===== config.mk =====
export PLATFORM = sky130hd
export DESIGN_NAME = ibd_top
export DESIGN_NICKNAME = d
export VERILOG_FILES = /design/src/hdl/ibd_pkg.sv /design/src/hdl/ibd_top.sv
export SDC_FILE = /design/constraint.sdc
export NUM_CORES = 1
export LEC_CHECK = 0
export ABC_AREA = 1
export BUFFER_PORTS_ARGS = -buffer_cell sky130_fd_sc_hd__clkbuf_2
export CAP_MARGIN = 20
export CORE_MARGIN = 8
export CORE_UTILIZATION = 44
export CTS_CLUSTER_DIAMETER = 40
export DETAILED_ROUTE_END_ITERATION = 10
export SETUP_SLACK_MARGIN = 0.4
export SLEW_MARGIN = 20
export SYNTH_ARGS = -nofsm -noshare
export SYNTH_HDL_FRONTEND = slang
export SYNTH_SLANG_ARGS = --single-unit

===== constraint.sdc =====
create_clock -name I_CLOCK -period 2.55 [get_ports I_CLOCK]
set_input_delay 0.3825 -clock I_CLOCK [delete_from_list [all_inputs] [get_ports I_CLOCK]]
set_output_delay 0.3825 -clock I_CLOCK [all_outputs]
set_load 0.02 [all_outputs]

===== src/hdl/ibd_pkg.sv =====
// Package of constants for the ISA bridge decode and control block
//==========================================================
// What this block does
// - Forward ISA memory in enabled 16 KB ROM blocks C0000h-DFFFFh to PCI.
// - Hole start field gives ISA address bits 23 to 16 of hole base.
// - Hole enable set stops forwarding inside hole; clear forwards; resets zero.
// - Hole size field is thermometer mask, 64 KB up to 8 MB.
// - Non-x86 mode: reset-drive bit asserts PCI and ISA reset 1 ms, self-clears.
// - ISA clock is PCI clock divided by three-bit select field.
// - Extended BIOS enable selects ROM for FFF80000h to FFFDFFFFh.
// - Lower BIOS enable selects ROM for three 64 KB E-segment windows.
// - BIOS write protect withholds ROM select on writes.
// - Upper BIOS enable resets one, selects ROM for three F-segment windows.
// - x86 keyboard select enable gives code 11 on ports 60h,62h,64h,66h.
// - x86 clock chip select enable gives code 01 on ports 70h-77h.
// - Coprocessor error enable makes shared pin the coprocessor error input.
// - Fast gate port enable claims port 92 internally, else passes to ISA.
// - Keyboard reset emulation: init pulse over 4 clocks, or hard reset 1 ms.
// - Gate A20 emulation in x86 mode follows keyboard controller command.
// - I/O recovery bit inserts 4 or 8 ISA clocks after 16 or 8-bit I/O.
// - x86 mode: enabled IRQ 0-7 break events deassert power-management-active.
package ibd_pkg;
   //==========================================================
   // Register byte addresses
   localparam logic [5:0] ADDR_ROM_FWD = 6'h00;
   localparam logic [5:0] ADDR_HOLE_START = 6'h04;
   localparam logic [5:0] ADDR_HOLE_SIZE = 6'h08;
   localparam logic [5:0] ADDR_CLK_DIV = 6'h0c;
   localparam logic [5:0] ADDR_CS_CTRL = 6'h10;
   localparam logic [5:0] ADDR_SYS_CTRL = 6'h14;
   localparam logic [5:0] ADDR_BUS_CTRL = 6'h18;
   localparam logic [5:0] ADDR_IRQ_WAKE = 6'h1c;
   localparam logic [5:0] ADDR_INT_STAT = 6'h20;
   localparam logic [5:0] ADDR_INT_MASK = 6'h24;
   //==========================================================
   // Reset values
   localparam logic [7:0] RST_CS_CTRL = 8'h33;
   localparam logic [7:0] RST_SYS_CTRL = 8'h04;
   //==========================================================
   // Field positions
   localparam int HOLE_EN_BIT = 7;
   localparam int RST_DRV_BIT = 3;
   localparam int CS_EBIOS_BIT = 7;
   localparam int CS_LBIOS_BIT = 6;
   localparam int CS_WP_BIT = 5;
   localparam int CS_UBIOS_BIT = 4;
   localparam int CS_KBC_BIT = 1;
   localparam int CS_RTC_BIT = 0;
   localparam int SYS_COPROCESSOR_ERROR_N_BIT = 4;
   localparam int SYS_P92_BIT = 2;
   localparam int SYS_KBRC_BIT = 1;
   localparam int SYS_A20_BIT = 0;
   localparam int BUS_IOREC_BIT = 2;
   // Interrupt status bits
   localparam int IS_RESET_DONE = 0;
   localparam int IS_BREAK = 1;
   localparam int IS_KB_RESET = 2;
   //==========================================================
   // Encoded chip select values
   localparam logic [1:0] XCS_NONE = 2'h0;
   localparam logic [1:0] XCS_RTC = 2'h1;
   localparam logic [1:0] XCS_ROM = 2'h3;
   // Keyboard controller commands
   localparam logic [7:0] KBC_CMD_RESET = 8'hfe;
   localparam logic [7:0] KBC_CMD_A20 = 8'hd1;
   //==========================================================
   // Timing
   localparam int CLK_HZ = 50000000;
   localparam int RESET_US = 1000;
   localparam int RESET_CYC = (CLK_HZ / 1000000) * RESET_US;
   localparam int INIT_MIN_CLK = 4;
   localparam int INIT_CYC = INIT_MIN_CLK + 2;
   localparam int REC16_BCLK = 4;
   localparam int REC8_BCLK = 8;
endpackage


===== src/hdl/ibd_top.sv =====
// Top of the ISA bridge decode and control block
//
// The address map and the AXI4-Lite register port were decided locally.
`timescale 1ns/10ps
module ibd_top import ibd_pkg::*; #(
   parameter int RESET_CYCLES = RESET_CYC
) (
   input wire logic I_CLOCK, // 50 MHz PCI clock
   input wire logic I_RST_N, // Async reset, low
   input wire logic i_ce, // Clock enable
   input wire logic i_awvalid, // AXI write address valid
   output logic o_awready, // AXI write address ready
   input wire logic [5:0] i_awaddr, // AXI write address
   input wire logic i_wvalid, // AXI write data valid
   output logic o_wready, // AXI write data ready
   input wire logic [31:0] i_wdata, // AXI write data
   input wire logic [3:0] i_wstrb, // AXI byte strobes
   output logic o_bvalid, // AXI write response valid
   input wire logic i_bready, // AXI write response ready
   output logic [1:0] o_bresp, // AXI write response
   input wire logic i_arvalid, // AXI read address valid
   output logic o_arready, // AXI read address ready
   input wire logic [5:0] i_araddr, // AXI read address
   output logic o_rvalid, // AXI read data valid
   input wire logic i_rready, // AXI read data ready
   output logic [31:0] o_rdata, // AXI read data
   output logic [1:0] o_rresp, // AXI read response
   input wire logic i_x86_mode, // Host mode strap, 1 = x86
   input wire logic i_cyc_valid, // Decode cycle present
   input wire logic i_cyc_mem, // 1 = memory, 0 = I/O
   input wire logic i_cyc_write, // 1 = write
   input wire logic i_cyc_isa, // 1 = ISA master memory cycle
   input wire logic i_cyc_16bit, // 1 = 16-bit I/O
   input wire logic [31:0] i_cyc_addr, // Cycle address
   input wire logic i_io_done, // ISA I/O cycle ended, pulse
   input wire logic [7:0] i_kbc_cmd, // Keyboard command byte
   input wire logic i_kbc_cmd_valid, // Command written to port 64h
   input wire logic i_kbc_data_valid, // Data written to port 60h
   input wire logic [7:0] i_kbc_data, // Data byte
   input wire logic [7:0] i_irq, // IRQ lines 7..0
   input wire logic i_shared_pin, // Coprocessor error / other input
   output logic O_FWD_PCI, // Forward ISA memory to PCI
   output logic [1:0] O_ENCODED_CHIP_SELECT, // Encoded select
   output logic O_ROM_SELECT, // ROM select, non-x86 mode
   output logic O_PORT92_CLAIM, // Port 92 claimed internally
   output logic O_PCI_RESET_N, // PCI reset, low
   output logic O_EXPANSION_BUS_RESET, // ISA reset, high
   output logic O_HOST_HARD_RESET_N, // Hard reset, low
   output logic O_INIT, // Processor init
   output logic O_GATE_A20, // Gate A20
   output logic O_COPROCESSOR_ERROR_N, // Error input seen, low
   output logic O_BCLK, // ISA bus clock
   output logic O_IO_RECOVERY, // Recovery delay running
   output logic O_POWER_MGMT_ACTIVE_N, // Power management active, low
   output logic O_IRQ // Interrupt
);
   //==========================================================
   // Register and bus state
   logic [7:0] rom_fwd_q, rom_fwd_d, hole_start_q, hole_start_d, hole_size_q, hole_size_d;
   logic [7:0] clk_div_q, clk_div_d, cs_ctrl_q, cs_ctrl_d, sys_ctrl_q, sys_ctrl_d;
   logic [7:0] bus_ctrl_q, bus_ctrl_d, irq_wake_q, irq_wake_d;
   logic [2:0] int_stat_q, int_stat_d, int_mask_q, int_mask_d;
   logic aw_q, aw_d, w_q, w_d, bvalid_q, bvalid_d, rvalid_q, rvalid_d;
   logic [5:0] awaddr_q, awaddr_d;
   logic [7:0] wdata_q, wdata_d;
   logic wstrb_q, wstrb_d;
   logic [31:0] rdata_q, rdata_d;
   logic [1:0] bresp_q, bresp_d, rresp_q, rresp_d;
   logic [31:0] rst_cnt_q, rst_cnt_d;
   logic [2:0] init_cnt_q, init_cnt_d;
   logic [31:0] hrst_cnt_q, hrst_cnt_d;
   logic a20_q, a20_d, a20_wait_q, a20_wait_d;
   logic [3:0] div_cnt_q, div_cnt_d;
   logic bclk_q, bclk_d;
   logic [3:0] rec_cnt_q, rec_cnt_d;
   logic pm_act_n_q, pm_act_n_d;
   logic [7:0] irq_prev_q;
   logic fwd_q, fwd_d, rom_q, rom_d, p92_q, p92_d, coprocessor_error_n_q, coprocessor_error_n_d;
   logic [1:0] xcs_q, xcs_d;
   logic irq_q, irq_d;
   logic wr_fire, rd_fire, rst_done, brk_evt, kb_rst_evt;

   // Valid register byte address check, shared by reads and writes
   function automatic logic addr_ok(input logic [5:0] a);
      addr_ok = (a[1:0] == 2'h0) && (a <= ADDR_INT_MASK);
   endfunction

   // Divisor for each select code; reserved codes fall back to 4
   function automatic logic [3:0] div_of(input logic [2:0] s);
      unique case (s)
         3'h0: div_of = 4'h4;
         3'h1: div_of = 4'h3;
         3'h2: div_of = 4'h2;
         3'h4: div_of = 4'h6;
         default: div_of = 4'h4;
      endcase
   endfunction

   // 64 KB window match on address bits 31..16
   function automatic logic win(input logic [31:0] a, input logic [15:0] base);
      win = (a[31:16] == base);
   endfunction

   //==========================================================
   // AXI4-Lite slave: address and data taken in either order
   always_comb begin
      aw_d = aw_q;
      w_d = w_q;
      awaddr_d = awaddr_q;
      wdata_d = wdata_q;
      wstrb_d = wstrb_q;
      bvalid_d = bvalid_q;
      bresp_d = bresp_q;
      rvalid_d = rvalid_q;
      rdata_d = rdata_q;
      rresp_d = rresp_q;
      if (i_awvalid && !aw_q && !bvalid_q) begin
         aw_d = 1'b1;
         awaddr_d = i_awaddr;
      end
      if (i_wvalid && !w_q && !bvalid_q) begin
         w_d = 1'b1;
         wdata_d = i_wdata[7:0];
         wstrb_d = i_wstrb[0];
      end
      if (wr_fire) begin
         aw_d = 1'b0;
         w_d = 1'b0;
         bvalid_d = 1'b1;
         bresp_d = addr_ok(awaddr_q) ? 2'h0 : 2'h2;
      end else if (bvalid_q && i_bready) begin
         bvalid_d = 1'b0;
      end
      if (rd_fire) begin
         rvalid_d = 1'b1;
         rresp_d = addr_ok(i_araddr) ? 2'h0 : 2'h2;
         unique case (i_araddr)
            ADDR_ROM_FWD: rdata_d = {24'h0, rom_fwd_q};
            ADDR_HOLE_START: rdata_d = {24'h0, hole_start_q};
            ADDR_HOLE_SIZE: rdata_d = {24'h0, hole_size_q};
            ADDR_CLK_DIV: rdata_d = {24'h0, clk_div_q};
            ADDR_CS_CTRL: rdata_d = {24'h0, cs_ctrl_q};
            ADDR_SYS_CTRL: rdata_d = {24'h0, sys_ctrl_q};
            ADDR_BUS_CTRL: rdata_d = {24'h0, bus_ctrl_q};
            ADDR_IRQ_WAKE: rdata_d = {24'h0, irq_wake_q};
            ADDR_INT_STAT: rdata_d = {29'h0, int_stat_q};
            ADDR_INT_MASK: rdata_d = {29'h0, int_mask_q};
            default: rdata_d = 32'h0;
         endcase
      end else if (rvalid_q && i_rready) begin
         rvalid_d = 1'b0;
      end
   end
   assign wr_fire = aw_q && w_q && !bvalid_q;
   assign rd_fire = i_arvalid && !rvalid_q;

   //==========================================================
   // Register file; hardware self-clear of reset drive wins over a write
   always_comb begin
      logic wr;
      wr = wr_fire && wstrb_q;
      rom_fwd_d = rom_fwd_q;
      hole_start_d = hole_start_q;
      hole_size_d = hole_size_q;
      clk_div_d = clk_div_q;
      cs_ctrl_d = cs_ctrl_q;
      sys_ctrl_d = sys_ctrl_q;
      bus_ctrl_d = bus_ctrl_q;
      irq_wake_d = irq_wake_q;
      int_mask_d = int_mask_q;
      if (wr) begin
         unique case (awaddr_q)
            ADDR_ROM_FWD: rom_fwd_d = wdata_q;
            ADDR_HOLE_START: hole_start_d = wdata_q;
            ADDR_HOLE_SIZE: hole_size_d = wdata_q;
            ADDR_CLK_DIV: clk_div_d = {4'h0, wdata_q[3:0]};
            ADDR_CS_CTRL: cs_ctrl_d = {wdata_q[7:4], 2'h0, wdata_q[1:0]};
            ADDR_SYS_CTRL: sys_ctrl_d = {1'b0, wdata_q[6], 1'b0, wdata_q[4], 1'b0, wdata_q[2:0]};
            ADDR_BUS_CTRL: bus_ctrl_d = {5'h0, wdata_q[2:1], 1'b0};
            ADDR_IRQ_WAKE: irq_wake_d = wdata_q;
            ADDR_INT_MASK: int_mask_d = wdata_q[2:0];
            default: ;
         endcase
      end
      // Reset drive only arms in the non-x86 mode
      if (i_x86_mode) begin
         clk_div_d[RST_DRV_BIT] = 1'b0;
      end
      if (rst_done) begin
         clk_div_d[RST_DRV_BIT] = 1'b0;
      end
   end

   //==========================================================
   // Timed resets, init pulse and Gate A20 tracking
   always_comb begin
      rst_cnt_d = rst_cnt_q;
      init_cnt_d = init_cnt_q;
      hrst_cnt_d = hrst_cnt_q;
      a20_d = a20_q;
      a20_wait_d = a20_wait_q;
      kb_rst_evt = 1'b0;
      rst_done = 1'b0;
      if (clk_div_q[RST_DRV_BIT] && !i_x86_mode) begin
         rst_cnt_d = rst_cnt_q + 32'h1;
         if (rst_cnt_q == 32'(RESET_CYCLES - 1)) begin
            rst_done = 1'b1;
            rst_cnt_d = 32'h0;
         end
      end
      if (init_cnt_q != 3'h0) begin
         init_cnt_d = init_cnt_q - 3'h1;
      end
      if (hrst_cnt_q != 32'h0) begin
         hrst_cnt_d = hrst_cnt_q - 32'h1;
      end
      if (i_kbc_cmd_valid && i_kbc_cmd == KBC_CMD_RESET && sys_ctrl_q[SYS_KBRC_BIT]) begin
         kb_rst_evt = 1'b1;
         if (i_x86_mode) begin
            init_cnt_d = 3'(INIT_CYC);
         end else begin
            hrst_cnt_d = 32'(RESET_CYCLES);
         end
      end
      // Command D1h then a data byte whose bit 1 sets A20
      if (i_kbc_cmd_valid) begin
         a20_wait_d = (i_kbc_cmd == KBC_CMD_A20);
      end else if (i_kbc_data_valid && a20_wait_q) begin
         a20_wait_d = 1'b0;
         if (sys_ctrl_q[SYS_A20_BIT] && i_x86_mode) begin
            a20_d = i_kbc_data[1];
         end
      end
   end

   //==========================================================
   // ISA clock divider and I/O recovery counter in ISA clocks
   always_comb begin
      logic [3:0] dv;
      logic fall;
      dv = div_of(clk_div_q[2:0]);
      div_cnt_d = div_cnt_q + 4'h1;
      bclk_d = bclk_q;
      fall = 1'b0;
      if (div_cnt_q >= dv - 4'h1) begin
         div_cnt_d = 4'h0;
      end
      if (div_cnt_q == 4'h0) begin
         bclk_d = 1'b1;
      end else if (div_cnt_q == (dv >> 1)) begin
         bclk_d = 1'b0;
         fall = 1'b1;
      end
      rec_cnt_d = rec_cnt_q;
      if (i_io_done && bus_ctrl_q[BUS_IOREC_BIT]) begin
         rec_cnt_d = i_cyc_16bit ? 4'(REC16_BCLK) : 4'(REC8_BCLK);
      end else if (fall && rec_cnt_q != 4'h0) begin
         rec_cnt_d = rec_cnt_q - 4'h1;
      end
   end

   //==========================================================
   // Address decode; outputs registered one clock after the cycle
   always_comb begin
      logic [7:0] msk, hit;
      logic rom_hit, in_hole, rom_blk;
      logic [3:0] blk;
      msk = ~{1'b0, hole_size_q[6:0]};
      hit = (i_cyc_addr[23:16] ^ hole_start_q) & msk;
      in_hole = hole_size_q[HOLE_EN_BIT] && (hit == 8'h0);
      blk = i_cyc_addr[17:14] - 4'h0;
      rom_blk = (i_cyc_addr[23:17] == 7'h06) && rom_fwd_q[3'(blk)];
      fwd_d = i_cyc_valid && i_cyc_mem && i_cyc_isa && rom_blk && !in_hole;
      rom_hit = 1'b0;
      if (cs_ctrl_q[CS_EBIOS_BIT] && i_cyc_addr >= 32'hfff80000
            && i_cyc_addr <= 32'hfffdffff) begin
         rom_hit = 1'b1;
      end
      if (cs_ctrl_q[CS_LBIOS_BIT] && (win(i_cyc_addr, 16'hfffe) || win(i_cyc_addr, 16'hffee)
            || win(i_cyc_addr, 16'h000e))) begin
         rom_hit = 1'b1;
      end
      if (cs_ctrl_q[CS_UBIOS_BIT] && (win(i_cyc_addr, 16'hffff) || win(i_cyc_addr, 16'hffef)
            || win(i_cyc_addr, 16'h000f))) begin
         rom_hit = 1'b1;
      end
      rom_hit = rom_hit && i_cyc_valid && i_cyc_mem
         && !(i_cyc_write && cs_ctrl_q[CS_WP_BIT]);
      xcs_d = XCS_NONE;
      rom_d = 1'b0;
      if (rom_hit) begin
         if (i_x86_mode) begin
            xcs_d = XCS_ROM;
         end else begin
            rom_d = 1'b1;
         end
      end else if (i_cyc_valid && !i_cyc_mem && i_x86_mode) begin
         if (cs_ctrl_q[CS_KBC_BIT] && i_cyc_addr[15:3] == 13'h000c && !i_cyc_addr[0]) begin
            xcs_d = XCS_ROM;
         end else if (cs_ctrl_q[CS_RTC_BIT] && i_cyc_addr[15:3] == 13'h000e) begin
            xcs_d = XCS_RTC;
         end
      end
      p92_d = i_cyc_valid && !i_cyc_mem && i_cyc_addr[15:0] == 16'h0092
         && sys_ctrl_q[SYS_P92_BIT];
      coprocessor_error_n_d = !(sys_ctrl_q[SYS_COPROCESSOR_ERROR_N_BIT] && !i_shared_pin);
      // Break events: rising enabled IRQ ends power management
      brk_evt = i_x86_mode && |(i_irq & ~irq_prev_q & irq_wake_q);
      pm_act_n_d = brk_evt ? 1'b1 : pm_act_n_q;
      // Set wins over the clear-on-read of the status register
      int_stat_d = int_stat_q;
      if (rd_fire && i_araddr == ADDR_INT_STAT) begin
         int_stat_d = 3'h0;
      end
      int_stat_d = int_stat_d | {kb_rst_evt, brk_evt, rst_done};
      irq_d = |(int_stat_d & int_mask_q);
   end

   //==========================================================
   // All state registers
   always_ff @(posedge I_CLOCK or negedge I_RST_N) begin
      if (!I_RST_N) begin
         {aw_q, w_q, bvalid_q, rvalid_q, wstrb_q} <= 5'h0;
         awaddr_q <= 6'h0;
         wdata_q <= 8'h0;
         rdata_q <= 32'h0;
         bresp_q <= 2'h0;
         rresp_q <= 2'h0;
         rom_fwd_q <= 8'h00;
         hole_start_q <= 8'h00;
         hole_size_q <= 8'h00;
         clk_div_q <= 8'h00;
         cs_ctrl_q <= RST_CS_CTRL;
         sys_ctrl_q <= RST_SYS_CTRL;
         bus_ctrl_q <= 8'h00;
         irq_wake_q <= 8'h00;
         int_stat_q <= 3'h0;
         int_mask_q <= 3'h0;
         rst_cnt_q <= 32'h0;
         init_cnt_q <= 3'h0;
         hrst_cnt_q <= 32'h0;
         a20_q <= 1'b0;
         a20_wait_q <= 1'b0;
         div_cnt_q <= 4'h0;
         bclk_q <= 1'b0;
         rec_cnt_q <= 4'h0;
         pm_act_n_q <= 1'b0;
         irq_prev_q <= 8'h00;
         {fwd_q, rom_q, p92_q, irq_q} <= 4'h0;
         coprocessor_error_n_q <= 1'b1;
         xcs_q <= XCS_NONE;
      end else if (i_ce) begin
         {aw_q, w_q, bvalid_q, rvalid_q, wstrb_q} <= {aw_d, w_d, bvalid_d, rvalid_d, wstrb_d};
         awaddr_q <= awaddr_d;
         wdata_q <= wdata_d;
         rdata_q <= rdata_d;
         bresp_q <= bresp_d;
         rresp_q <= rresp_d;
         rom_fwd_q <= rom_fwd_d;
         hole_start_q <= hole_start_d;
         hole_size_q <= hole_size_d;
         clk_div_q <= clk_div_d;
         cs_ctrl_q <= cs_ctrl_d;
         sys_ctrl_q <= sys_ctrl_d;
         bus_ctrl_q <= bus_ctrl_d;
         irq_wake_q <= irq_wake_d;
         int_stat_q <= int_stat_d;
         int_mask_q <= int_mask_d;
         rst_cnt_q <= rst_cnt_d;
         init_cnt_q <= init_cnt_d;
         hrst_cnt_q <= hrst_cnt_d;
         a20_q <= a20_d;
         a20_wait_q <= a20_wait_d;
         div_cnt_q <= div_cnt_d;
         bclk_q <= bclk_d;
         rec_cnt_q <= rec_cnt_d;
         pm_act_n_q <= pm_act_n_d;
         irq_prev_q <= i_irq;
         {fwd_q, rom_q, p92_q, irq_q} <= {fwd_d, rom_d, p92_d, irq_d};
         coprocessor_error_n_q <= coprocessor_error_n_d;
         xcs_q <= xcs_d;
      end
   end

   //==========================================================
   // Port assignments, all from flip-flops
   assign o_awready = !aw_q && !bvalid_q;
   assign o_wready = !w_q && !bvalid_q;
   assign o_arready = !rvalid_q;
   assign o_bvalid = bvalid_q;
   assign o_bresp = bresp_q;
   assign o_rvalid = rvalid_q;
   assign o_rdata = rdata_q;
   assign o_rresp = rresp_q;
   assign O_FWD_PCI = fwd_q;
   assign O_ENCODED_CHIP_SELECT = xcs_q;
   assign O_ROM_SELECT = rom_q;
   assign O_PORT92_CLAIM = p92_q;
   assign O_PCI_RESET_N = !clk_div_q[RST_DRV_BIT];
   assign O_EXPANSION_BUS_RESET = clk_div_q[RST_DRV_BIT];
   assign O_HOST_HARD_RESET_N = (hrst_cnt_q == 32'h0);
   assign O_INIT = (init_cnt_q != 3'h0);
   assign O_GATE_A20 = a20_q;
   assign O_COPROCESSOR_ERROR_N = coprocessor_error_n_q;
   assign O_BCLK = bclk_q;
   assign O_IO_RECOVERY = (rec_cnt_q != 4'h0);
   assign O_POWER_MGMT_ACTIVE_N = pm_act_n_q;
   assign O_IRQ = irq_q;

   //==========================================================
   // Checks
   property p_rst_clear;
      @(posedge I_CLOCK) disable iff (!I_RST_N)
      (i_ce && rst_done) |=> !clk_div_q[RST_DRV_BIT];
   endproperty
   a_rst_clear: assert property (p_rst_clear) else $error("reset drive not cleared");
   property p_init_len;
      @(posedge I_CLOCK) disable iff (!I_RST_N)
      $rose(O_INIT) |-> O_INIT [*5];
   endproperty
   a_init_len: assert property (p_init_len) else $error("init pulse too short");
   property p_wp;
      @(posedge I_CLOCK) disable iff (!I_RST_N)
      (i_ce && i_cyc_valid && i_cyc_mem && i_cyc_write && cs_ctrl_q[CS_WP_BIT])
         |=> xcs_q != XCS_ROM && !rom_q;
   endproperty
   a_wp: assert property (p_wp) else $error("rom select on protected write");
   property p_xcs_mode;
      @(posedge I_CLOCK) disable iff (!I_RST_N)
      !i_x86_mode && $stable(i_x86_mode) |=> xcs_q == XCS_NONE;
   endproperty
   a_xcs_mode: assert property (p_xcs_mode) else $error("select outside x86 mode");
   property p_hole;
      @(posedge I_CLOCK) disable iff (!I_RST_N)
      (i_ce && hole_size_q[HOLE_EN_BIT] && i_cyc_addr[23:16] == hole_start_q) |=> !O_FWD_PCI;
   endproperty
   a_hole: assert property (p_hole) else $error("forwarded inside hole");
   property p_rec;
      @(posedge I_CLOCK) disable iff (!I_RST_N)
      (i_ce && i_io_done && !bus_ctrl_q[BUS_IOREC_BIT] && !O_IO_RECOVERY) |=> !O_IO_RECOVERY;
   endproperty
   a_rec: assert property (p_rec) else $error("recovery without enable");
   property p_brk;
      @(posedge I_CLOCK) disable iff (!I_RST_N)
      (i_ce && brk_evt) |=> O_POWER_MGMT_ACTIVE_N && int_stat_q[IS_BREAK];
   endproperty
   a_brk: assert property (p_brk) else $error("break event missed");
   property p_rtc;
      @(posedge I_CLOCK) disable iff (!I_RST_N)
      (i_ce && xcs_d == XCS_RTC) |-> i_cyc_addr[15:3] == 13'h000e && cs_ctrl_q[CS_RTC_BIT];
   endproperty
   a_rtc: assert property (p_rtc) else $error("bad clock chip select");
endmodule


---- Yosys cells after proc, flatten, opt, wreduce, memory -nomap -nowiden ----
Cells that the tools add are included.
storage, ports and cells
  bits in read-only memories .............. 0
  logic and storage cells ................. 247
  bits in latches ......................... 0
  memories ................................ 0
  input port bits ......................... 122
  memory bits (writable) .................. 0
  output and inout bits ................... 56
  register bits ........................... 204
cells by class
  $add $sub $neg .......................... 6
  muxes and demuxes ....................... 49
  order comparisons ....................... 6
  reduce and logical (&&, ||, !) cells .... 106
  equality and inequality tests ........... 34
  bitwise gates (word level) .............. 9
  $mul .................................... 0
  shifts and indexed selects .............. 0
  div/mod/pow operators ................... 0
operator list
  operator                                                    number
  2-to-1 mux 32 bit                                           4
  one-hot mux 8 bit (10 select lines)                         1
  == test 16 bit (second input constant)                      4
  == test 6 x 5 -> 1 bit (second input constant)              8
  logical AND 1 bit                                           45
  adder 32 x 1 -> 32 bit (second input constant)              1
  == test 16 x 4 -> 1 bit (second input constant)             2
  == test 32 x 16 -> 1 bit (second input constant)            1
  greater-or-equal comparator 32 bit (second input constant)  1
  less-or-equal comparator 32 bit (second input constant)     1
  logical NOT 32 bit                                          1
  nonzero test 32 bit                                         1
  subtractor 32 x 1 -> 32 bit (second input constant)         1
  AND reduction 3 bit                                         10
  == test 13 x 4 -> 1 bit (second input constant)             2
  2-to-1 mux 1 bit                                            26
  AND reduction 2 bit                                         13
  AND 8 bit                                                   3
  == test 6 x 4 -> 1 bit (second input constant)              4
  2-to-1 mux 4 bit                                            6
  == test 6 bit (second input constant)                       3
  == test 16 x 8 -> 1 bit (second input constant)             1
  == test 8 bit (second input constant)                       2
  nonzero test 2 bit                                          7
  33 further kinds                                            62

---- Longest topological paths before layout ----
Gate-level depths: netlist of the first run.
  word-level depth ........................ 10
  gate-level depth with buffers ........... 12
  depth with buffers taken out ............ 11

---- Worst setup path before layout of the first run ----
OpenSTA, ideal clock, no wires.
  path kind ............................... flip-flop to output port
  from .................................... register hrst_cnt_q[8]
  to ...................................... output O_HOST_HARD_RESET_N
  path buffers ............................ 0
  data arrival time ....................... 1.476 ns
  slack ................................... 0.692 ns
  stages on the path, launching flop included .. 6
  required time ........................... 2.168 ns
  cells stage by stage .................... dfrtp_1 -> nor2_2 -> nand2_1 -> inv_1 -> nand2_1 -> nor4_1
between the ends
  longest elaborated chain between the ends .. 1
RTL lines
  element                 RTL line        source
  start, declared         ibd_top.sv:71   logic [31:0] hrst_cnt_q, hrst_cnt_d;
  start signal, assigned  ibd_top.sv:371  hrst_cnt_q <= hrst_cnt_d;
  logical NOT 32 bit      ibd_top.sv:401  assign O_HOST_HARD_RESET_N = (hrst_cnt_q == 32'h0);
  end, declared           ibd_top.sv:48   output logic O_HOST_HARD_RESET_N,
No other way between the ends.

---- Worst setup path after layout of the first run ----
  from .................................... register hrst_cnt_q[21]
  to ...................................... output O_HOST_HARD_RESET_N
Same word-level chain as after synthesis.

==> results.md, run 1 <==
* Drt via density at between 5 and 6
* Synth top cells by count: nand2_1, nor2_1, dfrtp_1, inv_1, nand3_1
* Status: completed
* Final worst slack at 0.417 ns
* DR pass1 iterations at 5
* Initial antenna violation count at 0
* Max Slew Vio Count at 0
* WP data required at 2.17 ns
* Root buffer cell: clkbuf_16
* Initial DRC count at 738
* Residual DRC at 0
* EDFF count, synth at 0
* Arrival @ worst endpoint at around 1.8 ns
* Die width at 172 um
* Share of layout cells above drive strength 1 at 14.9%
* Worst ir drop on vdd at 0.435 mV
* Async SR Flop Fraction at 100%
* First-pass GRT wire length at around 50000 um
* Post-synthesis sequential area ratio at between 40% and 50%
* Wirelength per Cell at 15.8 um
* Startpoint types: register
* Crit-path max cell delay at 0.43 ns
* Initial Utilization at 44.3%
* Final TNS setup at 0 ns
* Setup violations, final at 0
* Fillers at 2474
* Number of synthesis warnings at 0
* Clk pin slew, worst setup/hold paths at 0.09 ns
* P&R area growth vs syn at 15.7%
* CP Capture Type: output port
* CTS tree: done
* Gr ovfl total at 0
* Dominant synthesized flop cell: dfrtp_1
* Port Buffers at 117
* HP Class: input pin to register
* Die Y-Extent at 172 um
* Total of max-cap violations at 0
* Critical-path cell list: nor2_2, inv_1, nor2_2, nand3_1, nor4_2, buf_4
* Ports at 178
* Critical path type: register to output port
* CP Max Fanout at 5
* RSZ-0062 raised after global routing: true
* Clock Tree Buf Depth at 2
* Htree depth at 4
* Fin nets at 1759
* Final period utilization at roughly 84%
* Die ar. at just under 30000 sq um
* Final Power at 8140 uW
* Cell Area, Synth at 10600 sq um
* Largest net degree at the start of global routing at 58
* All-Layer GR Usage at 21.7%
* Worst-skew pair later-pin latency at about 0.45 ns
* Least-Margin Pin Slew at roughly 0.63 ns
* Area leader, netlist: dfrtp_1
* Power Density at 661 nW/um^2
* Vias in the first global route at 9720
* Synth Instances at roughly 1500
* Dpl hpwl at 24000 um
* Number of diodes at 0
* Post-synthesis cell type count at 49
* FF+latch count, synth at around 180
* Via count at 9957
* Leakage power total at 0.00621 uW
* Drt total wl at 30900 um
* Rows at 57
* Yosys top cell area share at 40.4%
* Avg Cell Area, Syn at just over 7 sq um
* Pre-CTS setup slack at 0.517 ns
* Most instantiated library cell after synthesis: nand2_1
* Gp weighted congestion at approximately 0.91
* Antenna Nets Post-Route at 0
* TritonCTS buffer count at 17
* Top cells by area, synth: dfrtp_1, nand2_1, nor2_1, inv_1, nand3_1
* Final core occ at just over 50%
* # clock sinks at about 180
* Top cell by count, worst path: nor2_2
* Max Clock Skew at 0.0211 ns
* Final Hold Vio Count at 0
* CORE AREA at 24000 sq um
* Worst path slowest cell: dfrtp_1
* Rel. slew slack at 57.4%
* Period minus WS final at 2.13 ns
* Fmax achieved at 469 MHz
## cell type report
type	instances	area, sq um	area share [%]
Clock inverter	15	196	1.59
Timing Repair Buffer	143	817	6.63
Sequential cell	178	4470	36.3
Multi-Input combinational cell	1100	5320	43.2
Tap cell	324	405	3.29
Clock buffer	17	425	3.45
Inverter	184	691	5.61
## path summary, 6_finish.rpt
kind / slack [ns] / cells past startpoint / startpoint / to
setup reg to reg: 0.60 / 10 / hrst_cnt_q[1]$_DFFE_PN0P_ / hrst_cnt_q[18]$_DFFE_PN0P_
setup / recovery: 0.42 / 6 / hrst_cnt_q[21]$_DFFE_PN0P_ / O_HOST_HARD_RESET_N
max in group asynchronous: 1.35 / 3 / I_RST_N / cs_ctrl_q[0]$_DFFE_PN1P_
hold / removal: 0.14 / 3 / i_wdata[5] / wdata_q[5]$_DFFE_PN0P_
min in group asynchronous: 0.48 / 2 / I_RST_N / hrst_cnt_q[20]$_DFFE_PN0P_
hold reg to reg: 0.48 / 2 / O_COPROCESSOR_ERROR_N$_DFFE_PN1P_ / O_COPROCESSOR_ERROR_N$_DFFE_PN1P_
## sequential cells by signal, indices dropped and copies added (netlist names), 8 cells and up
signal / cells
irq_wake_q: 8
hole_start_q: 8
o_rdata: 8
wdata_q: 8
hole_size_q: 8
hrst_cnt_q: 32
rom_fwd_q: 8
irq_prev_q: 8
rst_cnt_q: 32
## cell families (layout without fill, tap and decap cells)
| kind of cell | after synthesis | count (layout) | share of synthesized area, % |
|---|---|---|---|
| muxes | 2 | 2 | 0.212 |
| DFF | 178 | 178 | 41.9 |
| adders and majority gates | 13 | 13 | 1.53 |
| buffers and inverters | 237 | 359 | 9.49 |
| AOI/OAI and AO/OA | 192 | 192 | 9.94 |
| xor gates and xnor gates | 34 | 34 | 2.80 |
| other | 2 | 27 | 0.0705 |
| and+or+nand+nor | 832 | 832 | 34.1 |
## layer usage
layer | vias up | GRT usage, % | share of wire, %
li1 | 5013 | - | -
met1 | 4684 | 29.9 | 47
met2 | 230 | 35.3 | 47
met3 | 30 | 3.12 | 4.8
met4 | 0 | 5.33 | 1.4
met5 | - | 0 | 0
## power by group
group / internal [uW] / total (uW) / switching, uW
sequential: 3200 / 3520 / 322
combinational: 618 / 1870 / 1250
clock: 1350 / 2750 / 1400
## cell usage in the layout (no fill, tap or decap), types with 20 or more instances in the layout
master / instances
nor3_1: 32
clkbuf_2: 115
o21ai_0: 64
a21oi_1: 42
nand3_1: 97
buf_4: 24
o21ai_1: 48
nand2_1: 436
dfrtp_1: 169
inv_1: 168
xor2_1: 20
nor2_1: 175
conb_1: 27
nand4_1: 32
## through the flow
step	instances	instance area (sq um)	hold slack, ns
after floorplan	1515	10700	0.0869
final	1961	12300	0.138
after detailed placement	1915	11500	0.397
after CTS	1955	12300	0.134
after global placement	1915	11500	0.398
after global routing	1961	12300	0.152
## timing repair
item	in CTS	in global routing
pin swaps	2	3
buffers inserted	7	6
cloned	0	0
setup endpoints to repair	1	3
gates resized for setup	13	9
hold endpoints to repair	51	0
hold buffers	1	0
## worst max-delay path: cells and delay by family (launching register included)
family / cells / cell delay (ns)
buffers and inverters: 2 / 0.26
DFF: 1 / 0.43
and+or+nand+nor: 4 / 0.62
(Power assumes the default switching activity.)
==> inputs of run 2 (changes only) <==
--- a/config.mk
+++ b/config.mk
@@ -5,13 +5,14 @@
 export SDC_FILE = /design/constraint.sdc
 export NUM_CORES = 1
 export LEC_CHECK = 0
-export ABC_AREA = 1
+export ABC_AREA = 0
 export BUFFER_PORTS_ARGS = -buffer_cell sky130_fd_sc_hd__clkbuf_2
 export CAP_MARGIN = 20
 export CORE_MARGIN = 8
 export CORE_UTILIZATION = 44
 export CTS_CLUSTER_DIAMETER = 40
 export DETAILED_ROUTE_END_ITERATION = 10
+export PLACE_DENSITY = 0.66
 export SETUP_SLACK_MARGIN = 0.4
 export SLEW_MARGIN = 20
 export SYNTH_ARGS = -nofsm -noshare
==> constraint.sdc (replaced) <==
create_clock -name I_CLOCK -period 2 [get_ports I_CLOCK]
set_input_delay 0.3 -clock I_CLOCK [delete_from_list [all_inputs] [get_ports I_CLOCK]]
set_output_delay 0.3 -clock I_CLOCK [all_outputs]
set_load 0.02 [all_outputs]
==> results.md, run 2 <==
* Ports at 178 (unchanged)
* Largest net degree at the start of global routing at 68 (was 58)
* CP Max Fanout at 6 (was 5)
* Rel. slew slack at 64.4% (was 57.4%)
* Fin nets at 1325 (was 1759)
* Drt via density at 5.66 (was 5.08)
* Initial Utilization at 44.9% (was 44.3%)
* DR pass1 iterations at 5 (unchanged)
* Crit-path max cell delay at 0.56 ns (was 0.43 ns)
* R2R depth at 7 (was 10)
* Status: complete, but fails checks (was completed)
* Multi-input logic area at 5700 sq um (was 5320 sq um)
* Post-synthesis sequential area ratio at 47.1% (was 41.9%)
* Dominant synthesized flop cell: dfrtp_1 (unchanged)
* Startpoint types: register (unchanged)
* Dpl hpwl at 20100 um (was 24000 um)
* Vias in the first global route at 8564 (was 9720)
* Most frequent cells in the layout: dfrtp_1, buf_4, clkbuf_2 (was nand2_1, nor2_1, dfrtp_1)
* Initial antenna violation count at 0 (unchanged)
* First-pass GRT wire length at 45000 um (was 50500 um)
* Htree depth at 4 (unchanged)
* HP Class: input pin to register (unchanged)
* Register area at 4480 sq um (was 4470 sq um)
* Async SR Flop Fraction at 100% (unchanged)
* Worst-skew pair later-pin latency at 0.44 ns (was 0.45 ns)
* P&R area growth vs syn at 43.0% (was 15.7%)
* Cell Area, Synth at 9470 sq um (was 10600 sq um)
* Wirelength per Cell at 19.7 um (was 15.8 um)
* # clock sinks at 178 (unchanged)
* Violated checks: setup timing
* Commonest non-fill, non-tap cell in the layout: dfrtp_1 (was nand2_1)
* Final hold slack at 0.0691 ns (was 0.138 ns)
* Antenna Nets Post-Route at 0 (unchanged)
* Endpoint of the worst hold path: O_COPROCESSOR_ERROR_N$_DFFE_PN1P_ (was wdata_q[5]$_DFFE_PN0P_)
* Number of diodes at 0 (unchanged)
* Final period utilization at 133%
* Rows at 53 (was 57)
* Via count at 8361 (was 9957)
* Clk pin slew, worst setup/hold paths at 0.07 ns (was 0.09 ns)
* Reg-to-reg endpoint: hrst_cnt_q[28]$_DFFE_PN0P_ (was hrst_cnt_q[18]$_DFFE_PN0P_)
* Final worst slack at -0.667 ns (was 0.417 ns)
* Share of layout cells above drive strength 1 at 47.8% (was 14.9%)
* Top cells by area, synth: dfrtp_1, mux2_2, xnor2_1, nand2_1, buf_4 (was dfrtp_1, nand2_1, nor2_1, inv_1, nand3_1)
* Initial DRC count at 622 (was 738)
* Critical-path cell list: or4_4, buf_6, buf_4, nor4_1, o2111ai_2, or3_2, a21oi_1 (was nor2_2, inv_1, nor2_2, nand3_1, nor4_2, buf_4)
* Fillers at 1625 (was 2474)
* Most instantiated library cell after synthesis: dfrtp_1 (was nand2_1)
* Fmax achieved at 375 MHz
* EDFF count, synth at 0 (unchanged)
* RSZ-0062 raised after global routing: true (unchanged)
* Drt total wl at 29100 um (was 30900 um)
* Die ar. at 26500 sq um (was 29400 sq um)
* Avg Cell Area, Syn at 10.5 sq um (was 7.15 sq um)
* Power Density at 1120 nW/um^2 (was 661 nW/um^2)
* Final core occ at 64.2% (was 51.3%)
* Worst path slowest cell: or4_4 (was dfrtp_1)
* Root buffer cell: clkbuf_16 (unchanged)
* Port Buffers at 117 (unchanged)
* Final Hold Vio Count at 0 (unchanged)
* CP top delay family: simple AND/OR/NAND/NOR gates (unchanged)
* Synth Instances at 898 (was 1490)
* Die Y-Extent at 163 um (was 172 um)
* Worst ir drop on vdd at 0.792 mV (was 0.435 mV)
* WP data required at 2.36 ns (was 2.17 ns)
* Synth top cells by count: dfrtp_1, mux2_2, nand2_1 (was nand2_1, nor2_1, dfrtp_1, inv_1, nand3_1)
* Total of max-cap violations at 0 (unchanged)
* All-Layer GR Usage at 21.3% (was 21.7%)
* Setup violations, final at 66 (was 0)
* Reg2reg start: hrst_cnt_q[12]$_DFFE_PN0P_ (was hrst_cnt_q[1]$_DFFE_PN0P_)
* CP Capture Type: register (was output port)
* Arrival @ worst endpoint at 3.03 ns (was 1.75 ns)
* CTS tree: done (unchanged)
* Area leader, netlist: dfrtp_1 (unchanged)
* Yosys top cell area share at 45.4% (was 40.4%)
* Gr ovfl total at 0 (unchanged)
* Number of synthesis warnings at 0 (unchanged)
* Period minus WS final at around 2.7 ns
* Final Power at 15200 uW (was 8140 uW)
* Residual DRC at 0 (unchanged)
* Die width at 163 um (was 172 um)
* Leakage power total at 0.00620 uW (was 0.00621 uW)
* FF+latch count, synth at 178 (unchanged)
* Max Slew Vio Count at 0 (unchanged)
* Hold-critical path depth at 3 (unchanged)
* R2r setup slk at -0.67 ns (was 0.60 ns)
* Clock Tree Buf Depth at 2 (unchanged)
* CORE AREA at 21100 sq um (was 24000 sq um)
* Critical path type: register to register (was register to output port)
* Least-Margin Pin Slew at 0.529 ns (was 0.633 ns)
* Largest regs: hrst_cnt_q (32), rst_cnt_q (32) (unchanged)
* CP bufs+invs at 2 (unchanged)
* TritonCTS buffer count at 17 (unchanged)
* Gp weighted congestion at 0.893 (was 0.912)
* Post-synthesis cell type count at 79 (was 49)
* Hold path startpoint: i_shared_pin (was i_wdata[5])
* Max Clock Skew at 0.0103 ns (was 0.0211 ns)
-- run 2: cell types whose count changed after synthesis, sizes merged, moves of 73 or more --
cell	previous run	this run
inv	181	25
mux2	2	75
nand2	441	55
nand3	102	29
nor2	201	51
o21ai	112	37
-- run 2: cell families (layout without fill, tap and decap cells) --
| group | after synthesis | after routing | share of synthesized area, % |
|---|---|---|---|
| AND/OR/NAND/NOR | 337 | 337 | 21.1 |
| buffers and inverters | 83 | 363 | 4.58 |
| multiplexers | 82 | 82 | 9.92 |
| flip-flops | 178 | 178 | 47.1 |
| XOR/XNOR | 43 | 43 | 3.98 |
| other | 2 | 27 | 0.0793 |
| adder cells (fa/ha/maj) | 13 | 13 | 1.72 |
| AO/OA/AOI/OAI | 160 | 160 | 11.5 |
-- run 2: worst min-delay path, delay by kind of cell --
kind                   cells  cell delay [ns]
buffers and inverters      2             0.13
AO/OA/AOI/OAI              1             0.07
-- run 2: where the power goes --
| part | switching [uW] | internal [uW] |
|---|---|---|
| Clock | 1610 | 1910 |
| Sequential | 1010 | 4470 |
| Combinational | 2800 | 3400 |
-- run 2: routing by layer --
metal  global-route usage (%)  share of wire [%]  up-vias
li1                         -                  -     3916
met1                     26.5                 41     4172
met2                     35.7                 51      228
met3                     4.95                5.2       45
met4                     7.13                2.8        0
met5                        0                  0        -
-- run 2: layout make-up --
class                      count  share of cell area, %
multi-input combinational    662                   42.1
inverter                      25                  0.693
tap                          275                   2.54
timing repair buffer         306                   17.1
sequential                   178                   33.1
clock inverter                15                   1.39
clock buffer                  17                   3.14
-- run 2: per-stage QoR --
step           std cells  setup slack (ns)  instance area (sq um)  TNS (ns)
6_report            1478            -0.667                  13500    -14.48
5_1_grt             1478            -0.763                  13500    -19.46
4_1_cts             1442            -0.634                  12800     -9.94
3_5_place_dp        1373            -0.439                  11500    -11.47
3_3_place_gp        1373            -0.359                  11500     -9.69
2_1_floorplan        923            -0.484                   9940     -9.46
-- run 2: how the worst max path moves through the flow --
stage | startpoint | to | slack (ns) | depth (start not counted)
2_1_floorplan | hrst_cnt_q[26]$_DFFE_PN0P_ | hrst_cnt_q[15]$_DFFE_PN0P_ | -0.48 | 8
3_3_place_gp | hrst_cnt_q[14]$_DFFE_PN0P_ | hrst_cnt_q[26]$_DFFE_PN0P_ | -0.36 | 6
3_5_place_dp | hrst_cnt_q[14]$_DFFE_PN0P_ | hrst_cnt_q[26]$_DFFE_PN0P_ | -0.44 | 6
4_1_cts | hrst_cnt_q[18]$_DFFE_PN0P_ | O_HOST_HARD_RESET_N | -0.63 | 6
5_1_grt | hrst_cnt_q[12]$_DFFE_PN0P_ | O_HOST_HARD_RESET_N | -0.76 | 6
6_report | hrst_cnt_q[12]$_DFFE_PN0P_ | hrst_cnt_q[28]$_DFFE_PN0P_ | -0.67 | 7
-- run 2: what timing repair did --
action                     CTS  global route
pin swaps                   49            63
hold buffers                 1             0
gates cloned                 3             0
hold endpoints to repair   172             0
setup endpoints to repair  123           139
resized for setup          109           120
buffers inserted            33            36
